**src/rtl/fol_pkg.sv**
```systemverilog
package fol_pkg;
  // APB register byte addresses
  localparam logic [7:0] ADDR_CTRL = 8'h00;
  localparam logic [7:0] ADDR_ALT = 8'h04;
  localparam logic [7:0] ADDR_STATUS = 8'h08;
  localparam logic [7:0] ADDR_WAKE = 8'h0c;
  localparam logic [7:0] ADDR_LEVEL = 8'h10;
  // Control register fields
  localparam int CTRL_FORCE_BIT = 0;
  localparam int CTRL_OVRST_BIT = 1;
  localparam int CTRL_DUTY_LSB = 2;
  // Status register fields
  localparam int STAT_FAIL_BIT = 0;
  localparam int STAT_WDF_BIT = 1;
  localparam int STAT_ACT_BIT = 2;
  localparam int STAT_FSAFE_BIT = 3;
  // Pin functions
  typedef enum logic [1:0] {
    FOL_FN_FAIL = 2'h0,
    FOL_FN_WAKE = 2'h1,
    FOL_FN_LS = 2'h2,
    FOL_FN_HS = 2'h3
  } fol_fn_e;
  // Device modes
  typedef enum logic [1:0] {
    FOL_MD_NORMAL = 2'h0,
    FOL_MD_STOP = 2'h1,
    FOL_MD_SLEEP = 2'h3,
    FOL_MD_FSAFE = 2'h2
  } fol_mode_e;
  // Timebases
  localparam int CLK_HZ = 100_000_000;
  localparam int BLINK_MILLI_HZ = 1250;
  localparam int PWM_HZ = 100;
  localparam int BLINK_HALF_CYC = (CLK_HZ / 2) / BLINK_MILLI_HZ * 1000; // Divide first, no overflow
  localparam int PWM_CYC = CLK_HZ / PWM_HZ;
  localparam int CNT_W = 26;
  localparam logic [1:0] DUTY_RESET = 2'h0;
  localparam int UV_LIMIT = 4;
endpackage : fol_pkg

```
**src/rtl/fol_timebase.sv**
```systemverilog
`timescale 1ns/1ps
module fol_timebase #(
  parameter int BLINK_HALF = fol_pkg::BLINK_HALF_CYC,
  parameter int PWM_PERIOD = fol_pkg::PWM_CYC
) (
  input wire logic clk_sys, // Clock
  input wire logic rst_sync_n, // Synchronised reset
  input wire logic clk_en, // Clock enable
  input wire logic restart, // Restart both counters
  input wire logic [1:0] duty_sel, // Duty select
  output logic blink_on, // Blink phase, active first
  output logic dim_on // PWM active phase
);
  logic [fol_pkg::CNT_W-1:0] blink_cnt_reg;
  logic [fol_pkg::CNT_W-1:0] pwm_cnt_reg;
  logic [fol_pkg::CNT_W-1:0] dim_len;

  // Active length: 20, 10, 5, 2.5 percent of the period
  always_comb begin
    case (duty_sel)
      2'h0: dim_len = fol_pkg::CNT_W'(PWM_PERIOD / 5);
      2'h1: dim_len = fol_pkg::CNT_W'(PWM_PERIOD / 10);
      2'h2: dim_len = fol_pkg::CNT_W'(PWM_PERIOD / 20);
      default: dim_len = fol_pkg::CNT_W'(PWM_PERIOD / 40);
    endcase
  end

  // Blink half-period counter, restarted on activation
  always_ff @(posedge clk_sys or negedge rst_sync_n) begin
    if (!rst_sync_n) begin
      blink_cnt_reg <= '0;
      blink_on <= 1'b1;
    end else if (clk_en) begin
      if (restart) begin
        blink_cnt_reg <= '0;
        blink_on <= 1'b1;
      end else if (blink_cnt_reg == fol_pkg::CNT_W'(BLINK_HALF - 1)) begin
        blink_cnt_reg <= '0;
        blink_on <= ~blink_on;
      end else begin
        blink_cnt_reg <= blink_cnt_reg + 1'b1;
      end
    end
  end

  // PWM period counter, restarted on activation
  always_ff @(posedge clk_sys or negedge rst_sync_n) begin
    if (!rst_sync_n) begin
      pwm_cnt_reg <= '0;
      dim_on <= 1'b1;
    end else if (clk_en) begin
      if (restart || pwm_cnt_reg == fol_pkg::CNT_W'(PWM_PERIOD - 1)) begin
        pwm_cnt_reg <= '0;
        dim_on <= 1'b1;
      end else begin
        pwm_cnt_reg <= pwm_cnt_reg + 1'b1;
        dim_on <= (pwm_cnt_reg + 1'b1) < dim_len;
      end
    end
  end
endmodule : fol_timebase

```
**src/rtl/fol_top.sv**
```systemverilog
`timescale 1ns/1ps
module fol_top #(
  parameter int BLINK_HALF = fol_pkg::BLINK_HALF_CYC, // Blink half period cycles
  parameter int PWM_PERIOD = fol_pkg::PWM_CYC, // PWM period cycles
  parameter logic [1:0] HW_CONFIG = 2'h0 // Hardware configuration 1..4 as 0..3
) (
  input wire logic clk_sys, // 100 MHz clock
  input wire logic rst_n, // Async reset, active low
  input wire logic clk_en, // Clock enable
  input wire logic psel, // APB select
  input wire logic penable, // APB enable
  input wire logic pwrite, // APB write
  input wire logic [7:0] paddr, // APB address
  input wire logic [31:0] pwdata, // APB write data
  output logic [31:0] prdata, // APB read data
  output logic pready, // APB ready
  output logic pslverr, // APB error
  input wire logic [1:0] dev_mode, // Device mode
  input wire logic watchdog_fault_flag_evt, // Watchdog trigger failure pulse
  input wire logic wd_trig_ok, // Successful watchdog trigger pulse
  input wire logic wd_off_stop, // Watchdog disabled in stop
  input wire logic thermal_shutdown_stage_two, // Thermal stage two level
  input wire logic main_regulator_output_short, // Regulator short to ground
  input wire logic main_regulator_output_ov, // Regulator overvoltage
  input wire logic main_regulator_output_uv_evt, // Undervoltage event pulse
  input wire logic main_regulator_output_uv_ok, // Regulator back in range pulse
  output logic fsafe_req, // Fail-safe entry request, pulse on watchdog activation except in config 2, held high while a condition is present
  output logic fail_static_out_o, // Static output low level
  output logic fail_static_out_oe, // Static output drive enable
  input wire logic alt_pin_two_i, // Second pin level
  output logic alt_pin_two_o, // Second pin output level
  output logic alt_pin_two_oe, // Second pin drive enable
  input wire logic fail_dim_test_pin_i, // Third pin level
  output logic fail_dim_test_pin_o, // Third pin output level
  output logic fail_dim_test_pin_oe // Third pin drive enable
);
  logic rst_s1_reg;
  logic rst_sync_n;
  logic force_reg;
  logic ovrst_reg;
  logic [1:0] duty_reg;
  logic [1:0] fn2_reg;
  logic [1:0] fn3_reg;
  logic [1:0] sw_on_reg;
  logic fail_flag_reg;
  logic wd_fault_reg;
  logic wd_first_reg;
  logic [2:0] uv_cnt_reg;
  logic uv_trip_reg;
  logic [1:0] wake_stat_reg;
  logic [1:0] level_reg;
  logic [1:0] pin_prev_reg;
  logic active_reg;
  logic fail_static_reg;
  logic pin2_drive_reg;
  logic pin3_drive_reg;
  logic pin2_hi_reg;
  logic pin3_hi_reg;
  logic blink_on;
  logic dim_on;
  logic wr_en;
  logic rd_en;
  logic wd_act;
  logic cond_act;
  logic cond_present;
  logic set_fail;
  logic active_next;
  logic [1:0] pin_lvl;

  // Reset release through two flops
  always_ff @(posedge clk_sys or negedge rst_n) begin
    if (!rst_n) begin
      rst_s1_reg <= 1'b0;
      rst_sync_n <= 1'b0;
    end else begin
      rst_s1_reg <= 1'b1;
      rst_sync_n <= rst_s1_reg;
    end
  end

  // Returns true when function equals the given pin function
  function automatic logic fn_is(input logic [1:0] fn, input fol_pkg::fol_fn_e want);
    fn_is = (fn == want);
  endfunction : fn_is

  // APB strobes, zero wait states; read data captured in setup so it stands at the access edge
  assign wr_en = psel && penable && pwrite && clk_en;
  assign rd_en = psel && !penable && !pwrite;
  assign pready = 1'b1;
  assign pslverr = psel && penable && !(paddr == fol_pkg::ADDR_CTRL ||
    paddr == fol_pkg::ADDR_ALT || paddr == fol_pkg::ADDR_STATUS ||
    paddr == fol_pkg::ADDR_WAKE || paddr == fol_pkg::ADDR_LEVEL);

  // Control and alternate function registers
  always_ff @(posedge clk_sys or negedge rst_sync_n) begin
    if (!rst_sync_n) begin
      force_reg <= 1'b0;
      ovrst_reg <= 1'b0;
      duty_reg <= fol_pkg::DUTY_RESET;
      fn2_reg <= fol_pkg::FOL_FN_FAIL;
      fn3_reg <= fol_pkg::FOL_FN_FAIL;
      sw_on_reg <= 2'h0;
    end else if (wr_en) begin
      if (paddr == fol_pkg::ADDR_CTRL) begin
        force_reg <= pwdata[fol_pkg::CTRL_FORCE_BIT];
        ovrst_reg <= pwdata[fol_pkg::CTRL_OVRST_BIT];
        duty_reg <= pwdata[fol_pkg::CTRL_DUTY_LSB +: 2];
      end
      if (paddr == fol_pkg::ADDR_ALT) begin
        fn2_reg <= pwdata[1:0];
        fn3_reg <= pwdata[3:2];
        sw_on_reg <= pwdata[5:4];
      end
    end
  end

  // Watchdog first-failure tracking by configuration
  always_ff @(posedge clk_sys or negedge rst_sync_n) begin
    if (!rst_sync_n) begin
      wd_first_reg <= 1'b0;
    end else if (clk_en) begin
      if (wd_trig_ok) begin
        wd_first_reg <= 1'b0;
      end else if (watchdog_fault_flag_evt) begin
        wd_first_reg <= 1'b1;
      end
    end
  end

  // Config 3/4 need a second failure, 1/2 the first
  assign wd_act = watchdog_fault_flag_evt && (!HW_CONFIG[1] || wd_first_reg);
  // Undervoltage run counter
  always_ff @(posedge clk_sys or negedge rst_sync_n) begin
    if (!rst_sync_n) begin
      uv_cnt_reg <= 3'h0;
      uv_trip_reg <= 1'b0;
    end else if (clk_en) begin
      if (main_regulator_output_uv_ok) begin
        uv_cnt_reg <= 3'h0;
        uv_trip_reg <= 1'b0;
      end else if (main_regulator_output_uv_evt) begin
        if (uv_cnt_reg == 3'(fol_pkg::UV_LIMIT - 1)) begin
          uv_trip_reg <= 1'b1;
        end else begin
          uv_cnt_reg <= uv_cnt_reg + 3'h1;
        end
      end
    end
  end

  // Non-watchdog conditions still present
  assign cond_present = thermal_shutdown_stage_two || main_regulator_output_short ||
    (main_regulator_output_ov && ovrst_reg) || uv_trip_reg;
  assign cond_act = cond_present;
  // Config 2 first failure does not flag
  assign set_fail = cond_act || (wd_act && !(HW_CONFIG == 2'h1 && !wd_first_reg));

  // Failure flag, set wins over clear
  always_ff @(posedge clk_sys or negedge rst_sync_n) begin
    if (!rst_sync_n) begin
      fail_flag_reg <= 1'b0;
    end else if (clk_en) begin
      if (set_fail) begin
        fail_flag_reg <= 1'b1;
      end else if (wr_en && paddr == fol_pkg::ADDR_STATUS &&
                   pwdata[fol_pkg::STAT_FAIL_BIT]) begin
        fail_flag_reg <= 1'b0;
      end
    end
  end

  // Watchdog fault flag
  always_ff @(posedge clk_sys or negedge rst_sync_n) begin
    if (!rst_sync_n) begin
      wd_fault_reg <= 1'b0;
    end else if (clk_en) begin
      if (wd_act) begin
        wd_fault_reg <= 1'b1;
      end else if (wd_trig_ok || dev_mode == fol_pkg::FOL_MD_SLEEP || cond_act ||
                   (dev_mode == fol_pkg::FOL_MD_STOP && wd_off_stop)) begin
        wd_fault_reg <= 1'b0;
      end
    end
  end

  // Activation held until conditions and flags clear
  assign active_next = cond_act || wd_act || (active_reg && (cond_present ||
    fail_flag_reg || wd_fault_reg));
  always_ff @(posedge clk_sys or negedge rst_sync_n) begin
    if (!rst_sync_n) begin
      active_reg <= 1'b0;
      fsafe_req <= 1'b0;
    end else if (clk_en) begin
      active_reg <= active_next;
      fsafe_req <= cond_act || (wd_act && HW_CONFIG != 2'h1);
    end
  end

  // Failure, forced test or fail-safe mode activation
  logic fail_out_force_on;
  logic fail_out_force_on_prev_reg;
  assign fail_out_force_on = active_reg || force_reg || dev_mode == fol_pkg::FOL_MD_FSAFE;
  always_ff @(posedge clk_sys or negedge rst_sync_n) begin
    if (!rst_sync_n) begin
      fail_out_force_on_prev_reg <= 1'b0;
    end else if (clk_en) begin
      fail_out_force_on_prev_reg <= fail_out_force_on;
    end
  end

  fol_timebase #(
    .BLINK_HALF(BLINK_HALF),
    .PWM_PERIOD(PWM_PERIOD)
  ) u_timebase (
    .clk_sys(clk_sys),
    .rst_sync_n(rst_sync_n),
    .clk_en(clk_en),
    .restart(fail_out_force_on && !fail_out_force_on_prev_reg),
    .duty_sel(duty_reg),
    .blink_on(blink_on),
    .dim_on(dim_on)
  );

  // Pin drivers; low-side pulls low, high-side drives high
  always_ff @(posedge clk_sys or negedge rst_sync_n) begin
    if (!rst_sync_n) begin
      fail_static_reg <= 1'b0;
      pin2_drive_reg <= 1'b0;
      pin3_drive_reg <= 1'b0;
      pin2_hi_reg <= 1'b0;
      pin3_hi_reg <= 1'b0;
    end else if (clk_en) begin
      fail_static_reg <= fail_out_force_on && fail_out_force_on_prev_reg;
      pin2_hi_reg <= fn_is(fn2_reg, fol_pkg::FOL_FN_HS);
      pin3_hi_reg <= fn_is(fn3_reg, fol_pkg::FOL_FN_HS);
      case (fn2_reg)
        fol_pkg::FOL_FN_FAIL: pin2_drive_reg <= fail_out_force_on && fail_out_force_on_prev_reg && blink_on;
        fol_pkg::FOL_FN_LS, fol_pkg::FOL_FN_HS: pin2_drive_reg <= sw_on_reg[0] &&
          (dev_mode == fol_pkg::FOL_MD_NORMAL || dev_mode == fol_pkg::FOL_MD_STOP);
        default: pin2_drive_reg <= 1'b0;
      endcase
      case (fn3_reg)
        fol_pkg::FOL_FN_FAIL: pin3_drive_reg <= fail_out_force_on && fail_out_force_on_prev_reg && dim_on;
        fol_pkg::FOL_FN_LS, fol_pkg::FOL_FN_HS: pin3_drive_reg <= sw_on_reg[1] &&
          (dev_mode == fol_pkg::FOL_MD_NORMAL || dev_mode == fol_pkg::FOL_MD_STOP);
        default: pin3_drive_reg <= 1'b0;
      endcase
    end
  end
  assign fail_static_out_o = 1'b0;
  assign fail_static_out_oe = fail_static_reg;
  assign alt_pin_two_o = pin2_hi_reg;
  assign alt_pin_two_oe = pin2_drive_reg;
  assign fail_dim_test_pin_o = pin3_hi_reg;
  assign fail_dim_test_pin_oe = pin3_drive_reg;

  // Wake edge capture and level report
  assign pin_lvl = {fail_dim_test_pin_i, alt_pin_two_i};
  always_ff @(posedge clk_sys or negedge rst_sync_n) begin
    if (!rst_sync_n) begin
      pin_prev_reg <= 2'h3; // Idle pulled-up level, no false edge after reset
      wake_stat_reg <= 2'h0;
      level_reg <= 2'h0;
    end else if (clk_en) begin
      pin_prev_reg <= pin_lvl;
      for (int i = 0; i < 2; i++) begin
        if (fn_is(i == 0 ? fn2_reg : fn3_reg, fol_pkg::FOL_FN_WAKE) &&
            dev_mode != fol_pkg::FOL_MD_FSAFE && pin_lvl[i] != pin_prev_reg[i]) begin
          wake_stat_reg[i] <= 1'b1;
        end else if (wr_en && paddr == fol_pkg::ADDR_WAKE && pwdata[i]) begin
          wake_stat_reg[i] <= 1'b0;
        end
        if (!fn_is(i == 0 ? fn2_reg : fn3_reg, fol_pkg::FOL_FN_FAIL) &&
            (dev_mode == fol_pkg::FOL_MD_NORMAL || dev_mode == fol_pkg::FOL_MD_STOP)) begin
          level_reg[i] <= pin_lvl[i];
        end
      end
    end
  end

  // Read data mux
  always_ff @(posedge clk_sys or negedge rst_sync_n) begin
    if (!rst_sync_n) begin
      prdata <= 32'h0;
    end else if (rd_en && clk_en) begin
      case (paddr)
        fol_pkg::ADDR_CTRL: prdata <= {28'h0, duty_reg, ovrst_reg, force_reg};
        fol_pkg::ADDR_ALT: prdata <= {26'h0, sw_on_reg, fn3_reg, fn2_reg};
        fol_pkg::ADDR_STATUS: prdata <= {28'h0, dev_mode == fol_pkg::FOL_MD_FSAFE,
          fail_out_force_on, wd_fault_reg, fail_flag_reg};
        fol_pkg::ADDR_WAKE: prdata <= {30'h0, wake_stat_reg};
        fol_pkg::ADDR_LEVEL: prdata <= {30'h0, level_reg};
        default: prdata <= 32'h0;
      endcase
    end
  end

  // Assertions
  AST_STATIC_FOLLOWS: assert property (@(posedge clk_sys) disable iff (!rst_sync_n)
    clk_en && fail_out_force_on && fail_out_force_on_prev_reg |=> fail_static_out_oe)
    else $error("static output not active");
  AST_FLAG_SET: assert property (@(posedge clk_sys) disable iff (!rst_sync_n)
    clk_en && set_fail |=> fail_flag_reg) else $error("failure flag not set");
  AST_FORCE_ON: assert property (@(posedge clk_sys) disable iff (!rst_sync_n)
    force_reg && clk_en ##1 force_reg && clk_en |=> fail_static_out_oe)
    else $error("force not active");
  AST_HOLD: assert property (@(posedge clk_sys) disable iff (!rst_sync_n)
    clk_en && active_reg && fail_flag_reg |=> active_reg) else $error("released early");
  AST_WD_HOLD: assert property (@(posedge clk_sys) disable iff (!rst_sync_n)
    clk_en && active_reg && wd_fault_reg |=> active_reg) else $error("wd hold lost");
  AST_SLEEP_CLR: assert property (@(posedge clk_sys) disable iff (!rst_sync_n)
    clk_en && !wd_act && dev_mode == fol_pkg::FOL_MD_SLEEP |=> !wd_fault_reg)
    else $error("wd fault not cleared");
  AST_SW_SLEEP_OFF: assert property (@(posedge clk_sys) disable iff (!rst_sync_n)
    clk_en && (fn3_reg == fol_pkg::FOL_FN_LS || fn3_reg == fol_pkg::FOL_FN_HS) &&
    dev_mode == fol_pkg::FOL_MD_SLEEP |=> !fail_dim_test_pin_oe)
    else $error("switch not off in sleep");
  AST_NO_DRIVE_WAKE: assert property (@(posedge clk_sys) disable iff (!rst_sync_n)
    clk_en && fn2_reg == fol_pkg::FOL_FN_WAKE |=> !alt_pin_two_oe)
    else $error("wake pin driven");
  AST_COND_ACT: assert property (@(posedge clk_sys) disable iff (!rst_sync_n)
    clk_en && thermal_shutdown_stage_two |=> active_reg) else $error("thermal not active");
endmodule : fol_top

```
**config.mk**
```make
export PLATFORM = sky130hd
export DESIGN_NAME = fol_top
export DESIGN_NICKNAME = d
export VERILOG_FILES = /design/src/rtl/fol_pkg.sv /design/src/rtl/fol_timebase.sv /design/src/rtl/fol_top.sv
export SDC_FILE = /design/constraint.sdc
export NUM_CORES = 1
export LEC_CHECK = 0
export BUFFER_PORTS_ARGS = -buffer_cell sky130_fd_sc_hd__buf_2
export CAP_MARGIN = 10
export CORE_MARGIN = 10
export CORE_UTILIZATION = 35
export CTS_BUF_LIST = sky130_fd_sc_hd__clkbuf_8
export CTS_CLUSTER_DIAMETER = 200
export DETAILED_ROUTE_END_ITERATION = 7
export HOLD_SLACK_MARGIN = 0.02
export PLACE_DENSITY = 0.54
export SLEW_MARGIN = 10
export SYNTH_ARGS = -nofsm -noshare
export SYNTH_HDL_FRONTEND = slang
export SYNTH_SLANG_ARGS = --single-unit
export TNS_END_PERCENT = 1
```
**constraint.sdc**
```tcl
create_clock -name clk_sys -period 5.7 [get_ports clk_sys]
set_input_delay 0.855 -clock clk_sys [delete_from_list [all_inputs] [get_ports clk_sys]]
set_output_delay 0.855 -clock clk_sys [all_outputs]
set_load 0.02 [all_outputs]
```
Word-level counts from Yosys, hierarchy flattened
Cells that the tools add are included.
{"block": "totals", "register_bits": 118, "out_inout_bits": 41}
{"block": "classes", "n_addsub": 3, "bitwise_logic": 1, "eq_ne": 22, "n_mux": 24, "n_lt_le_gt_ge": 1, "n_reduce_logical": 76}
{"op": "2-to-1 mux 26 bit", "n": 3}
{"op": "case mux 18 bit (3 select lines)", "n": 1}
{"op": "adder 26 x 1 -> 26 bit, second input constant", "n": 2}
{"op": "case mux 6 bit (5 select lines)", "n": 1}
{"op": "logical AND 1 bit", "n": 27}
{"op": "== test 26 x 20 -> 1 bit, second input constant", "n": 1}
{"op": "== test 26 bit, second input constant", "n": 1}
{"op": "less-than comparator 26 x 18 -> 1 bit", "n": 1}
{"op": "logical OR 1 bit", "n": 18}
{"op": "AND reduction 2 bit", "n": 9}
{"op": "== test 8 x 4 -> 1 bit, second input constant", "n": 2}
{"op": "== test 2 bit, second input constant", "n": 7}
{"op": "2-to-1 mux 1 bit", "n": 14}
{"op": "nonzero test 2 bit", "n": 7}
{"op": "2-to-1 mux 3 bit", "n": 3}
{"op": "== test 2 x 1 -> 1 bit, second input constant", "n": 4}
{"op": "== test 8 x 3 -> 1 bit, second input constant", "n": 1}
{"op": "== test 8 x 5 -> 1 bit, second input constant", "n": 1}
{"op": "logical NOT 2 bit", "n": 4}
{"op": "logical NOT 8 bit", "n": 1}
{"op": "logical NOT 1 bit", "n": 6}
{"op": "AND reduction 3 bit", "n": 2}
{"op": "inequality test 2 bit, second input constant", "n": 2}
{"op": "case mux 1 bit (2 select lines)", "n": 2}
{"op": "5 further kinds", "n": 7}

Longest topological paths before layout
{"block": "depth", "ltp_word": 7, "mapped_depth": 11, "depth_no_buf": 11}

Modules after synthesis
From an unflattened synthesis, not the netlist that was laid out.
{"block": "unflattened", "cells_unflattened": 628, "area_unflattened_um2": 5706.7}
{"module": "fol_timebase", "cells_each": 436, "seq_area_each_um2": 1353.8, "instances": 1, "area_each_um2": 3687.3}
{"module": "fol_top", "cells_each": 192, "seq_area_each_um2": 953.4, "instances": 1, "area_each_um2": 2019.4}

Worst setup path after synthesis
Ideal clock, no wire load.
{"block": "synth_timing", "path_type": "input port to output port", "from": "in paddr[7]", "to": "out pslverr", "t_required_ns": 4.845, "path_stages": 3, "t_arrival_ns": 2.018, "slack_ns": 2.827, "path_cell_list": "or4_1 -> nor3_1 -> nor3_1"}
{"block": "synth_via", "elab_chain_cells": 7, "elab_cells_between_ends": 11, "classes_between": "4 x eq/ne; 7 x reduce/logical"}
{"item": "start: declaration", "line_no": "fol_top.sv:13", "source": "input wire logic [7:0] paddr,"}
{"item": "== test 8 x 3 -> 1 bit or logical NOT 8 bit (tied branches)", "line_no": "fol_top.sv:91, fol_top.sv:90"}
{"item": "logical OR 1 bit", "line_no": "fol_top.sv:90", "source": "assign pslverr = psel && penable && !(paddr == fol_pkg::ADDR_CTRL ||"}
{"item": "logical OR 1 bit (2 in series)", "line_no": "fol_top.sv:91", "source": "paddr == fol_pkg::ADDR_ALT || paddr == fol_pkg::ADDR_STATUS ||"}
{"item": "logical OR 1 bit *", "line_no": "fol_top.sv:92", "source": "paddr == fol_pkg::ADDR_WAKE || paddr == fol_pkg::ADDR_LEVEL);"}
{"item": "logical NOT 1 bit *", "line_no": "fol_top.sv:90"}
{"item": "logical AND 1 bit *", "line_no": "fol_top.sv:90"}
{"item": "end: declaration", "line_no": "fol_top.sv:17", "source": "output logic pslverr,"}
Mark *: on every way between the ends. The rest lies on a longest branch, timed or not.

Worst setup path in the final report
{"block": "layout_timing", "from": "reg u_timebase.pwm_cnt_reg[8] (netlist name)", "to": "reg u_timebase.dim_on"}
{"block": "layout_via", "elab_chain_cells": 3, "elab_cells_between_ends": 5, "classes_between": "1 x add/sub; 1 x order compare; 1 x eq/ne; 1 x mux; 1 x reduce/logical"}
{"item": "start: declaration", "line_no": "fol_timebase.sv:15", "source": "logic [fol_pkg::CNT_W-1:0] pwm_cnt_reg;"}
{"item": "start signal: assignment", "line_no": "fol_timebase.sv:56", "source": "pwm_cnt_reg <= pwm_cnt_reg + 1'b1;"}
{"item": "adder 26 x 1 -> 26 bit or == test 26 x 20 -> 1 bit (tied branches)", "line_no": "fol_timebase.sv:57, fol_timebase.sv:52"}
{"item": "less-than comparator 26 x 18 -> 1 bit or logical OR 1 bit (tied branches)", "line_no": "fol_timebase.sv:57, fol_timebase.sv:52"}
{"item": "2-to-1 mux 1 bit *", "line_no": "fol_timebase.sv:52", "source": "if (restart || pwm_cnt_reg == fol_pkg::CNT_W'(PWM_PERIOD - 1)) begin"}
{"item": "end signal: assignment", "line_no": "fol_timebase.sv:57", "source": "dim_on <= (pwm_cnt_reg + 1'b1) < dim_len;"}
{"item": "end: declaration", "line_no": "fol_timebase.sv:12", "source": "output logic dim_on"}
Marks and branches as above.
A chain may end at the register's enable or synchronous reset.

==> results.md <==
- Yosys reg bits: ~90
- Vias/cell: 5.262
- Fillers: roughly 1600
- Outcome: completed
- Crit path time final: ~3.4 ns
- Die height: about 150 um
- Worst setup EP type: flip-flop
- Hold buffer count at CTS: 0
- Layout cells sized above 1: 0.1594
- FMAX: approximately 300 MHz
- Crit path launch type: flip-flop
- Clock latency on the worst-skew pair: between 0.3 and 0.4 ns
- Starting Density: 0.3559
- Post-synth EDFFs: 0
- Min-Delay Path Class: in -> async
- Hold Slack: between 0.2 and 0.25 ns
- Synth-to-Final Area Change: 8.765%
- Number of remaining DRC errors: 0
- GRT Resource Usage Total: 0.1260
- Hpwl dp: approximately 9800 um
- Core footprint: about 16000 sq um
- Ports: approximately 100
- CTS tree: built
- DIE AREA: approximately 22000 sq um
- Hold Vio Cnt, Final: 0
- Port bufs: between 40 and 50
- GRT overflow: 0
- Nets: roughly 700
- Post-synth top area share: 0.3896
- Critical path type: reg -> reg
- Final Max Slew Viols: 0
- Cell variety after synth: 57
- Setup Viol. Count Final: 0
- Root Buffer Master: clkbuf_8
- Vias in the first global route: about 4400
- Setup ws final: between 2 and 2.5 ns
- Largest net degree at the start of global routing: 62
- Post-cts resize count: 0
- Leading area contributor after synthesis: dfrtp_1
- Number of max-cap violations: 0
- Final Cycle Share: 0.5922
- Diode count: 0
- Syn avg cell area: between 9 and 10 sq um
- Worst slack, placed: 2.410 ns
- Critical Path RT: around 6.0 ns
- Fin Setup TNS: 0 ns
- Seq/Total Area, Yosys: 0.4081
- Finished Layout Cells: 856
- Number of core rows: 46
- Worst Clk Skew: around 0.013 ns
- Synth Instances: 607
- 1st-pass router iterations: 5
- RSZ-0062 raised after global routing: false
- Ys Warns: 0
- Via count: between 4000 and 5000
- DR iter-0 viols: 282
- Placed cells: between 800 and 900
- Slew @ Worst Pin: between 1 and 1.5 ns
- Drt total wl: ~14000 um
- CTS buffer count: 9
- PD cells: between 200 and 250 nW/um^2
- Worst VDD drop: around 0.11 mV
- First-pass GRT wire length: approximately 23000 um
- Main synth FF type: dfrtp_1
- Routed wire length per instance: ~16 um
- Slew headroom: 0.1590
- Initial antenna violation count: 0
- Setup Fix Bufs, Post-CTS: 0
- Commonest non-fill, non-tap cell in the layout: dfrtp_1
- Top post-synthesis cells by area: dfrtp_1 (39%), ha_1 (5.1%), nor2_1 (4.4%)
- Clk slew on worst S/H paths: 0.10 ns
- H-tree depth: 3
- Syn Std Cell Area: 5653 sq um
- Die X: about 150 um
- Leak: 0.002668 uW
- Critical path fanouts, max: 9
- Most frequent cells in the layout: dfrtp_1 (87), nor2_1 (66), buf_2 (44)
- Critical Path AT: 3.66 ns
- Post-DRT Antenna Nets: 0
- Clk sinks: ~90
- GP Congestion: ~0.85
- Longest Clk Path Bufs: 2
- Ys async rst share: 1.000
## stage by stage
| step | util | instance area, sq um | total power (uW) |
|---|---|---|---|
| 2_1_floorplan | - | 5754 | 982.2 |
| 3_3_place_gp | 0.3740 | 5941 | 1026 |
| 3_5_place_dp | 0.3740 | 5941 | 1033 |
| 4_1_cts | 0.3871 | 6148 | 1509 |
| 5_1_grt | 0.3871 | 6148 | 1583 |
| 6_report | 0.3871 | 6148 | 1495 |
## Yosys cell counts (11+ instances only)
cell	n
dfrtp_1	88
ha_1	23
a22o_1	11
inv_1	23
clkbuf_1	18
nand4_1	22
nand2_1	42
mux2_2	17
nor2_1	66
nand3_1	24
xor2_1	12
xnor2_1	27
nor3_1	19
buf_4	29
o21ai_0	33
nor2b_1	11
a21oi_1	13
## cell type report
class | count | area (sq um) | area share
Multi-Input combinational cell | 460 | 3019 | 0.4910
Clock inverter | 6 | 70.07 | 0.01140
Sequential cell | 92 | 2311 | 0.3759
Tap cell | 216 | 270.3 | 0.04396
Timing Repair Buffer | 48 | 250.2 | 0.04070
Inverter | 24 | 90.09 | 0.01465
Clock buffer | 10 | 137.6 | 0.02239
## power breakdown
group / internal [uW] / total [uW] / switching (uW)
Combinational: 95.0 / 222 / 127
Clock: 219 / 475 / 257
Sequential: 713 / 798 / 84.7
## routing by layer
metal / vias up / share of wire / GRT usage
met1: 2228 / 0.48 / 0.1675
li1: 2174 / - / -
met2: 89 / 0.46 / 0.1995
met4: 0 / 0.013 / 0.04113
met5: - / 0 / 0
met3: 13 / 0.043 / 0.02641
## critical path, stage by stage, from the launching register on
cell and delay, ns:
dfrtp_1 0.54, nand4_2 0.23, nor4_1 0.62, and3_1 0.30
xor2_1 0.21, ha_1 0.27, a21oi_1 0.14, o21ai_0 0.09
a2111oi_0 0.38, o2111ai_1 0.17, o32ai_1 0.33
## kinds of logic after synthesis
logic type	synth area share
AOI/OAI and AO/OA	0.1293
xor gates and xnor gates	0.06043
adders and majority gates	0.05091
buffers and inverters	0.07570
DFF	0.4081
muxes	0.04891
other	0.001329
and+or+nand+nor	0.2253
## worst paths after layout
path	cells after the start	start	endpoint	slack (ns)
max	10	u_timebase.pwm_cnt_reg[8]	u_timebase.dim_on	2.32
min	1	rst_n	rst_sync_n	0.23
max reg2reg	10	u_timebase.pwm_cnt_reg[8]	u_timebase.dim_on	2.32
min reg2reg	0	rst_sync_n	u_timebase.blink_cnt_reg[8]	0.26
max in group asynchronous	1	rst_sync_n	u_timebase.pwm_cnt_reg[12]	4.32
min in group clk_sys	0	rst_s1_reg	rst_sync_n	0.37
No activity file was read; power rests on OpenSTA's default activity.
